==> config.mk <==
export PLATFORM = sky130hd
export DESIGN_NAME = event_counter_control
export DESIGN_NICKNAME = d
export VERILOG_FILES = /design/src/inc/event_counter_pkg.sv /design/src/verilog/event_counter_control.sv
export SDC_FILE = /design/constraint.sdc
export NUM_CORES = 1
export LEC_CHECK = 0
export BUFFER_PORTS_ARGS = -buffer_cell sky130_fd_sc_hd__buf_2
export CAP_MARGIN = 25
export CORE_ASPECT_RATIO = 1.2
export CORE_MARGIN = 10
export CORE_UTILIZATION = 25
export CTS_CLUSTER_DIAMETER = 50
export DETAILED_ROUTE_END_ITERATION = 6
export SLEW_MARGIN = 20
export SYNTH_ARGS = -nofsm -noshare
export SYNTH_HDL_FRONTEND = slang
export SYNTH_SLANG_ARGS = --single-unit
==> constraint.sdc <==
create_clock -name core_clk_in -period 3.5 [get_ports core_clk_in]
set_clock_uncertainty 0.15 [all_clocks]
set_input_delay 0.35 -clock core_clk_in [delete_from_list [all_inputs] [get_ports core_clk_in]]
set_output_delay 0.35 -clock core_clk_in [all_outputs]
set_load 0.02 [all_outputs]
==> src/inc/event_counter_pkg.sv <==
// Constants for the event counter control block
package event_counter_pkg;
  localparam logic [7:0] CTRL_OFFSET = 8'h0c;
  localparam logic [7:0] CTRL_RESET = 8'h00;
  localparam int POL_ONE_BIT = 0;
  localparam int POL_TWO_BIT = 1;
  localparam int CASCADE_BIT = 2;
  localparam int SNAPSHOT_BIT = 3;
  localparam int COUNT_WIDTH = 16;
  localparam logic [15:0] COUNT_RESET = 16'h0000;
  localparam logic [15:0] COUNT_FULL = 16'hffff;
endpackage

==> src/verilog/event_counter_control.sv <==
// Event counter control register, edge detection, counters and snapshot
`timescale 1ns/1ps
`default_nettype none
module event_counter_control
  import event_counter_pkg::*;
#(
  parameter int WIDTH = COUNT_WIDTH
) (
  input wire logic core_clk_in,
  input wire logic reset_in,
  input wire logic event_input_one_in,
  input wire logic event_input_two_in,
  input wire logic [7:0] reg_addr_in,
  input wire logic reg_write_in,
  input wire logic [7:0] reg_wdata_in,
  output logic [7:0] reg_rdata_out,
  output logic [WIDTH-1:0] snapshot_one_out,
  output logic [WIDTH-1:0] snapshot_two_out
);

  // Synchroniser stages and edge history
  logic [1:0] sync_a;
  logic [1:0] sync_b;
  logic [1:0] last_level;
  logic [1:0] next_sync_a;
  logic [1:0] next_sync_b;
  logic [1:0] next_last_level;
  logic [1:0] rise;
  logic [1:0] fall;

  // Control fields
  logic input_one_edge_polarity;
  logic input_two_edge_polarity;
  logic cascade_select;
  logic snapshot_request;
  logic next_pol_one;
  logic next_pol_two;
  logic next_cascade;
  logic next_snapshot;
  logic ctrl_write;

  // Live counts
  logic [WIDTH-1:0] count_one;
  logic [WIDTH-1:0] count_two;
  logic [WIDTH-1:0] next_count_one;
  logic [WIDTH-1:0] next_count_two;
  logic event_one;
  logic event_two;
  logic carry_one;

  // Readback and snapshot
  logic [7:0] next_rdata;
  logic [WIDTH-1:0] next_snap_one;
  logic [WIDTH-1:0] next_snap_two;

  // Pick the edge selected by a polarity bit
  function automatic logic pick_edge(input logic pol, input logic r, input logic f);
    pick_edge = pol ? r : f;
  endfunction

  // Two-stage synchroniser; stage a feeds stage b only
  always_comb begin
    next_sync_a = {event_input_two_in, event_input_one_in};
    next_sync_b = sync_a;
    next_last_level = sync_b;
    rise = sync_b & ~last_level;
    fall = ~sync_b & last_level;
  end

  always_ff @(posedge core_clk_in or posedge reset_in) begin
    if (reset_in) begin
      sync_a <= 2'h0;
      sync_b <= 2'h0;
      last_level <= 2'h0;
    end else begin
      sync_a <= next_sync_a;
      sync_b <= next_sync_b;
      last_level <= next_last_level;
    end
  end

  // Control register write; a new request wins over the self-clear
  always_comb begin
    ctrl_write = reg_write_in && (reg_addr_in == CTRL_OFFSET);
    next_pol_one = input_one_edge_polarity;
    next_pol_two = input_two_edge_polarity;
    next_cascade = cascade_select;
    next_snapshot = 1'b0;
    if (ctrl_write) begin
      next_pol_one = reg_wdata_in[POL_ONE_BIT];
      next_pol_two = reg_wdata_in[POL_TWO_BIT];
      next_cascade = reg_wdata_in[CASCADE_BIT];
      next_snapshot = reg_wdata_in[SNAPSHOT_BIT];
    end
  end

  always_ff @(posedge core_clk_in or posedge reset_in) begin
    if (reset_in) begin
      input_one_edge_polarity <= CTRL_RESET[POL_ONE_BIT];
      input_two_edge_polarity <= CTRL_RESET[POL_TWO_BIT];
      cascade_select <= CTRL_RESET[CASCADE_BIT];
      snapshot_request <= CTRL_RESET[SNAPSHOT_BIT];
    end else begin
      input_one_edge_polarity <= next_pol_one;
      input_two_edge_polarity <= next_pol_two;
      cascade_select <= next_cascade;
      snapshot_request <= next_snapshot;
    end
  end

  // Counting; polarity is applied to already clean edges, so a change
  // of polarity alone adds no stray count; only an edge of the selected kind counts
  always_comb begin
    event_one = pick_edge(input_one_edge_polarity, rise[0], fall[0]);
    event_two = pick_edge(input_two_edge_polarity, rise[1], fall[1]);
    carry_one = event_one && (count_one == COUNT_FULL[WIDTH-1:0]);
    next_count_one = count_one + WIDTH'(event_one);
    if (cascade_select) begin
      next_count_two = count_two + WIDTH'(carry_one);
    end else begin
      next_count_two = count_two + WIDTH'(event_two);
    end
  end

  always_ff @(posedge core_clk_in or posedge reset_in) begin
    if (reset_in) begin
      count_one <= COUNT_RESET[WIDTH-1:0];
      count_two <= COUNT_RESET[WIDTH-1:0];
    end else begin
      count_one <= next_count_one;
      count_two <= next_count_two;
    end
  end

  // Snapshot copies counts while they keep running; readback is registered
  always_comb begin
    next_snap_one = snapshot_one_out;
    next_snap_two = snapshot_two_out;
    if (snapshot_request) begin
      next_snap_one = count_one;
      next_snap_two = count_two;
    end
    next_rdata = 8'h00; // Unmapped offsets and reserved bits read zero
    if (reg_addr_in == CTRL_OFFSET) begin
      next_rdata[POL_ONE_BIT] = input_one_edge_polarity;
      next_rdata[POL_TWO_BIT] = input_two_edge_polarity;
      next_rdata[CASCADE_BIT] = cascade_select;
      next_rdata[SNAPSHOT_BIT] = snapshot_request;
    end
  end

  always_ff @(posedge core_clk_in or posedge reset_in) begin
    if (reset_in) begin
      snapshot_one_out <= COUNT_RESET[WIDTH-1:0];
      snapshot_two_out <= COUNT_RESET[WIDTH-1:0];
      reg_rdata_out <= 8'h00;
    end else begin
      snapshot_one_out <= next_snap_one;
      snapshot_two_out <= next_snap_two;
      reg_rdata_out <= next_rdata;
    end
  end
endmodule
`default_nettype wire

* Word level (Yosys, flattened, before mapping)
Index checks and enable logic that the tools add are counted.
** Cells by class
- Reductions and logical operators :: 2
- Bitwise logic cells :: 4
- Equality and inequality tests :: 2
- Add/sub/neg operators :: 3
- Multiplexer cells :: 5
** Operators by type and width (number)
- $add 16x1->16 :: 3
- $eq 16x16->1 const B :: 1
- $mux 16 :: 1
- $eq 8x4->1 const B :: 1
- $and 2x2->2 :: 2
- $mux 4 :: 1
- $not 2->2 :: 2
- $mux 1 :: 3
- $logic_and 1x1->1 :: 2
** Storage, ports and cells
- Input port bits :: 21
- Bits in registers :: 78

* Depth between registers and ports, before layout
Gate-level depths: netlist of run 1.
- Word-level depth :: 6
- Depth in mapped cells :: 10
- Gate-level depth less buffers :: 10

* Least setup slack after synthesis of run 1
Ideal clock, no wire load.
- Path type :: register to register
- Start point :: register input_one_edge_polarity
- End point :: register count_two[15]
- Library setup time :: 79 ps
- Data arrival time :: 2211 ps
- Data required time :: 3271 ps
- Clock period less this slack :: 2440 ps
- Slack :: 1060 ps
- Stages on the path, launching flop included :: 10
- Path through :: dfrtp_1 -> nand2b_1 -> o21ai_0 -> nand4_1 -> o31ai_1 -> ha_1 -> and4_1 -> nand4_1 -> nor4_1 -> xor2_1
** Between the ends
- Longest elaborated chain between the ends :: 4
** Ends and longest elaborated chain
- from (decl) :: RTL line event_counter_control.sv:32 : logic input_one_edge_polarity;
- from (signal assigned) :: RTL line event_counter_control.sv:99 : input_one_edge_polarity <= CTRL_RESET[POL_ONE_BIT];
- from (signal assigned) :: RTL line event_counter_control.sv:104 : input_one_edge_polarity <= next_pol_one;
- $mux 1 :: RTL line event_counter_control.sv:58 : pick_edge = pol ? r : f;
- $logic_and 1x1->1 :: RTL line event_counter_control.sv:116 : carry_one = event_one && (count_one == COUNT_FULL[WIDTH-1:0]);
- $add 16x1->16 :: RTL line event_counter_control.sv:119 : next_count_two = count_two + WIDTH'(carry_one);
- $mux 16 :: RTL line event_counter_control.sv:118 : if (cascade_select) begin
- via next_count_two[15] :: RTL line event_counter_control.sv:46 : logic [WIDTH-1:0] next_count_two;
- to (signal assigned) :: RTL line event_counter_control.sv:128 : count_two <= COUNT_RESET[WIDTH-1:0];
- to (signal assigned) :: RTL line event_counter_control.sv:131 : count_two <= next_count_two;
- to (decl) :: RTL line event_counter_control.sv:44 : logic [WIDTH-1:0] count_two;
The timed path passes the listed nets, and every way through them passes these cells.
A chain may end at the register's enable or synchronous reset.

* Worst setup path in the final report of run 1
- Start point :: register count_one[2]
- End point :: register count_two[15]
** Between the ends
- Longest elaborated chain between the ends :: 4
** Ends and longest elaborated chain
- from (decl) :: RTL line event_counter_control.sv:43 : logic [WIDTH-1:0] count_one;
- from (signal assigned) :: RTL line event_counter_control.sv:127 : count_one <= COUNT_RESET[WIDTH-1:0];
- from (signal assigned) :: RTL line event_counter_control.sv:130 : count_one <= next_count_one;
- $eq 16x16->1 :: RTL line event_counter_control.sv:116
- $logic_and 1x1->1 :: RTL line event_counter_control.sv:116
- $add 16x1->16 :: RTL line event_counter_control.sv:119
- $mux 16 :: RTL line event_counter_control.sv:118
- via next_count_two[15] :: RTL line event_counter_control.sv:46
The timed path passes the listed nets, and every way through them passes these cells.

==> impl_metrics.tcl, run 1 <==
set metrics [dict create \
    hold_violations 0 \
    drive_gt1_frac 0.376 \
    grt_usage 0.0728 \
    ys_seq_elements 78 \
    crit_type "reg -> reg" \
    cts_buffers 9 \
    ys_top_cells_by_area "dfrtp_1 63%, mux2_2 12%, xnor2_1 4.0%, xor2_1 4.0%, ha_1 2.0%" \
    drtIter0Drc 117 \
    cts_buffer_depth 2 \
    synth_warnings 0 \
    max_freq_mhz 347 \
    setup_viol 0 \
    syn_inst 221 \
    ir_drop_v 0.000220 \
    fill_cells 1240 \
    drtAntennaViolNets 0 \
    ys_top_cells_by_count "78 x dfrtp_1, 32 x mux2_2, 14 x xnor2_1, 14 x xor2_1, 12 x nand2_1" \
    final_max_slew_viol_count 0 \
    syn_area_sq_um 3090 \
    grt-ovfl-total 0 \
    period_needed_ps 2880 \
    rsz0062_at_grt "no" \
    cp_data_required_time_ps 3600 \
    multi_input_area_sq_um 1090 \
    cp_max_fo 7 \
    end_kind "flop" \
    antenna_cells 0 \
    cp_num_buf_inv 0 \
    reg2reg_slack_ps 620 \
    min_period_over_period 0.823 \
    synthArstFlopShare 1.00 \
    worstSkewPairLatency_ps 330 \
    detail_route.wl_per_cell_um 13.4 \
    grt_pass1_wl_mm 9.80 \
    root_buffer "clkbuf_16" \
    synth_top_area_share 0.632 \
    fin_cells 451 \
    path_clk_slew_ps 60 \
    maxCapViolCount 0 \
    die_height_um 142 \
    power_density_nw_per_um2 546 \
    die_x_um 121 \
    setup-tns-final_ps 0 \
    synth.avg_cell_area_sq_um 14.0 \
    status "completed" \
    vias_per_cell 4.13 \
    gp_routability_congestion 0.742 \
    ioPinCount 61 \
    grt_pass1_vias 1977 \
    cp_top_family "simple AND/OR/NAND/NOR gates" \
    cts_tree "built" \
    post_cts_resized 0 \
    placed_cells 432 \
    synth_cell_types 28 \
    cts_max_level 3 \
    crit_chain "and4_1, nand4_1, o31ai_1, ha_1, and4_1, nand4_1, nor4_1, xor2_1" \
    portBuffers 52 \
    slowest_stage "dfrtp_1" \
    seq_area_sq_um 1950 \
    coreArea_sq_um 12100 \
    startpoint_type "flop" \
    row_count 44 \
    area_growth_pct 25.8 \
    leakagePower_nw 2.00 \
    hp-class "in -> reg" \
    dpl.hpwl_mm 4.37 \
    yosysSeqAreaShare 0.632 \
    vias 1864 \
    die_area_sq_um 17200 \
    synth_edf_count 0 \
    drc 0 \
    start_util 0.255 \
    cpPeakStageDelay_ps 460 \
    cp.arrival_ps 2980 \
    wirelength_mm 6.05 \
    drtPass1Iterations 4 \
    yosys.cell_count.top_type "dfrtp_1" \
    grt_start_max_net_pins 34 \
    antenna_found_initial 0 \
    yosys.area.top_type "dfrtp_1" \
    cts.sinks 78 \
    ys_dominant_reg_cell "dfrtp_1" \
    fin_nets 311 \
]
==> power by group <==
part           internal (mW)  leakage (nW)  switching (mW)
combinational         0.0631         0.801          0.0653
sequential             0.976          1.06          0.0894
clock                  0.590         0.146           0.338
total                   1.63          2.00           0.493
==> worst reg2reg max path, cell delays in order (launching register included) <==
cell and delay [ps]:
dfrtp_1 460, and4_1 270, nand4_1 220, o31ai_1 420
ha_1 240, and4_1 220, nand4_1 240, nor4_1 400
xor2_1 170
==> placed cells by master, fill, tap and decap left out, drive strengths merged <==
| cell | n |
|---|---|
| nand2 | 13 |
| dfrtp | 78 |
| o31ai | 1 |
| xnor2 | 14 |
| and4 | 4 |
| mux2 | 35 |
| inv | 3 |
| xor2 | 14 |
| or3b | 1 |
| clkbuf | 13 |
| conb | 4 |
| a21o | 1 |
| clkinv | 2 |
| nand2b | 1 |
| and2 | 5 |
| nand3 | 8 |
| or4 | 1 |
| o21ai | 1 |
| ha | 5 |
| clkinvlp | 1 |
| bufinv | 1 |
| dlygate4sd3 | 3 |
| and3 | 3 |
| nand3b | 2 |
| buf | 55 |
| nor3 | 3 |
| nor4 | 3 |
| nand4 | 7 |
| nor2 | 8 |
==> kinds of logic after synthesis <==
group | after synthesis | share of synthesized area
AO/OA/AOI/OAI | 3 | 0.00648
XOR/XNOR | 28 | 0.0794
adder cells (fa/ha/maj) | 5 | 0.0203
buffers and inverters | 12 | 0.0194
flip-flops | 78 | 0.632
multiplexers | 35 | 0.131
other | 1 | 0.00121
AND/OR/NAND/NOR | 59 | 0.110
==> area by class of cell <==
cell class / instances / share of cell area
timing repair buffer: 58 / 0.0837
multi-input combinational: 134 / 0.280
inverter: 4 / 0.00419
clock buffer: 13 / 0.0670
clock inverter: 3 / 0.0109
tap: 161 / 0.0518
sequential: 78 / 0.502
==> layer usage <==
metal / routed length (um) / track usage
met1: 2530 / 0.0777
met4: 128 / 0.0471
met5: 0 / 0
met2: 3000 / 0.118
met3: 395 / 0.0278
==> per-stage QoR <==
step / hold WS (ps) / setup WS (ps) / area (sq um) / utilization / total power [mW]
floorplan: 181 / 1000 / 3100 / - / 1.15
global placement: 185 / 583 / 3530 / 0.292 / 1.19
detailed placement: 189 / 582 / 3550 / 0.293 / 1.21
CTS: 93.8 / 548 / 3890 / 0.321 / 2.16
global route: 95.4 / 302 / 3890 / 0.321 / 2.23
finish: 106 / 621 / 3890 / 0.321 / 2.12
==> flip-flops by register name (all words and copies together) (netlist names) <==
signal	count
cascade_select	1
count_one	16
count_two	16
input_one_edge_polarity	1
input_two_edge_polarity	1
last_level	2
next_last_level	2
next_sync_b	2
reg_rdata_out	4
snapshot_one_out	16
snapshot_request	1
snapshot_two_out	16
==> path summary, 6_finish.rpt <==
| kind | start | endpoint | depth (start not counted) |
|---|---|---|---|
| max | count_one[2] | count_two[15] | 8 |
| min | reg_wdata_in[1] | input_two_edge_polarity | 2 |
| max reg2reg | count_one[2] | count_two[15] | 8 |
| min reg2reg | next_sync_b[1] | next_last_level[1] | 0 |
| max in group asynchronous | reset_in | count_one[15] | 5 |
| min in group asynchronous | reset_in | snapshot_two_out[14] | 3 |
==> what timing repair did <==
| action | 4_1_cts | 5_1_grt |
|---|---|---|
| hold buffers | 3 | 0 |
| hold endpoints to repair | 27 | 0 |
| buffers inserted | 0 | 0 |
Power figures use the tool's default switching activity.
==> inputs of run 2 (changes only) <==
- ABC_AREA: unset -> 1
- clock period: 3.5 -> 2.7 ns (I/O delays scaled with it)
==> impl_metrics.tcl, run 2 <==
set metrics [dict create \
    fin_nets 470 \
    crit_chain "nand2_1, nor2_1, inv_1, nor2_1, nand2_1, nand2_1, ha_1, ha_1, nand2_1, nor2_1, nand2_1, xor2_1" \
    mostFrequentLayoutCells "140 x nand2_1, 78 x dfrtp_1, 52 x buf_2" \
    path_clk_slew_ps 60 \
    setup_viol 0 \
    grt_pass1_vias 2692 \
    gp_routability_congestion 0.890 \
    cts_max_level 3 \
    placed_cells 597 \
    period_needed_ps 2260 \
    multi_input_area_sq_um 1180 \
    max_freq_mhz 443 \
    synthArstFlopShare 1.00 \
    antenna_found_initial 0 \
    r2r_cells 12 \
    worst_path_most_repeated_cell "nand2_1" \
    post-cts-setup-buffer-count 0 \
    detail_route.wl_per_cell_um 12.1 \
    cp.arrival_ps 2330 \
    syn_inst 382 \
    cpPeakStageDelay_ps 410 \
    area_growth_pct 24.6 \
    cts_buffers 9 \
    post_cts_resized 0 \
    yosys.area.top_type "dfrtp_1" \
    fin_total_pwr_mw 2.92 \
    die_area_sq_um 18300 \
    ys_top_cells_by_area "dfrtp_1 59%, nand2_1 16%, nor2_1 5.0%, inv_1 4.0%, o21ai_0 3.2%" \
    die_height_um 146 \
    grt_start_max_net_pins 49 \
    grt_usage 0.0850 \
    grt-ovfl-total 0 \
    startpoint_type "flop" \
    synth_warnings 0 \
    crit_type "reg -> reg" \
    start_util 0.253 \
    yosys.cell_count.top_type "nand2_1" \
    cts.sinks 78 \
    fill_cells 1382 \
    drtPass1Iterations 4 \
    cts_buffer_depth 2 \
    drtAntennaViolNets 0 \
    status "completed" \
    dpl.hpwl_mm 5.65 \
    min_period_over_period 0.836 \
    worstSkewPairLatency_ps 340 \
    coreArea_sq_um 13100 \
    drc 0 \
    drtIter0Drc 158 \
    drive_gt1_frac 0.165 \
    power_density_nw_per_um2 706 \
    timing.rr.end "count_two[8]" \
    cts_hold_buffers 4 \
    cts_tree "built" \
    cp_max_fo 4 \
    r2r_start "count_one[8]" \
    tightest_slew_ps 680 \
    critPathLaunch "count_one[8]" \
    row_count 46 \
    hp-class "in -> reg" \
    synth.avg_cell_area_sq_um 8.69 \
    rsz0062_at_grt "no" \
    final_common_cell "nand2_1" \
    root_buffer "clkbuf_16" \
    end_kind "flop" \
    pre_cts_ws_ps 431 \
    slew_headroom 0.546 \
    maxCapViolCount 0 \
    final_max_slew_viol_count 0 \
    synth_edf_count 0 \
    final.setup.worst_slack_ps 443 \
    seq_area_sq_um 1950 \
    vias_per_cell 4.15 \
    ioPinCount 61 \
    synth_top_area_share 0.588 \
    syn_area_sq_um 3320 \
    cp-endpoint "count_two[8]" \
    wirelength_mm 7.48 \
    reg2reg_slack_ps 440 \
    leakagePower_nw 2.10 \
    final_util 0.315 \
    ir_drop_v 0.000234 \
    slowest_stage "dfrtp_1" \
    ys_top_cells_by_count "140 x nand2_1, 78 x dfrtp_1, 44 x nor2_1" \
    cp_data_required_time_ps 2770 \
    antenna_cells 0 \
    portBuffers 52 \
    fin_cells 617 \
    yosysSeqAreaShare 0.588 \
    vias 2558 \
    setup-tns-final_ps 0 \
    ys_seq_elements 78 \
    hold_violations 0 \
    grt_pass1_wl_mm 12.8 \
    die_x_um 125 \
    ys_dominant_reg_cell "dfrtp_1" \
    synth_cell_types 21 \
]
run 2: final cells by class:
class                           instances  area share
Clock inverter                          6      0.0227
Timing Repair Buffer                   59      0.0811
Sequential cell                        78       0.472
Multi-Input combinational cell        261       0.286
Inverter                               35      0.0318
Clock buffer                           10      0.0554
Tap cell                              168      0.0508
run 2: metal layers:
layer | share of wire | vias to the layer above | routed length [um] | GRT usage
li1 | - | 1298 | - | -
met1 | 0.40 | 1217 | 2970 | 0.0878
met2 | 0.55 | 34 | 4140 | 0.155
met3 | 0.041 | 9 | 310 | 0.0275
met4 | 0.0083 | 0 | 62 | 0.0317
met5 | 0 | - | 0 | 0
run 2: logic make-up after synthesis:
| group | share of synthesized area |
|---|---|
| adder cells (fa/ha/maj) | 0.0188 |
| buffers and inverters | 0.0588 |
| flip-flops | 0.588 |
| AO/OA/AOI/OAI | 0.0347 |
| other | 0.00113 |
| AND/OR/NAND/NOR | 0.256 |
| XOR/XNOR | 0.0422 |
run 2: how the worst min path moves through the flow:
stage / cells after the start / startpoint / endpoint / slack (ps)
global placement: 0 / next_sync_b[0] / next_last_level[0] / 190
detailed placement: 0 / next_sync_b[1] / next_last_level[1] / 180
finish: 3 / reg_wdata_in[1] / input_two_edge_polarity / 20
CTS: 3 / reg_wdata_in[1] / input_two_edge_polarity / 10
global route: 3 / reg_wdata_in[1] / input_two_edge_polarity / 40
floorplan: 0 / event_input_one_in / next_sync_b[0] / 150
run 2: where the power goes:
group,switching (mW),total [mW],internal (mW)
sequential,0.115,1.39,1.27
clock,0.486,1.30,0.816
combinational,0.135,0.229,0.0935
run 2: metrics by stage:
step	cell area (sq um)	hold WS, ps
2_1_floorplan	3330	151
3_3_place_gp	3770	185
5_1_grt	4140	37.0
4_1_cts	4140	12.9
3_5_place_dp	3770	185
6_report	4140	19.7
run 2: critical path, delay by kind of cell (launching register included):
| kind | cells | cell delay, ps |
|---|---|---|
| xor+xnor | 1 | 150 |
| buf+inv | 1 | 70 |
| simple gates | 8 | 1040 |
| fa+ha+maj | 2 | 320 |
| flops | 1 | 410 |
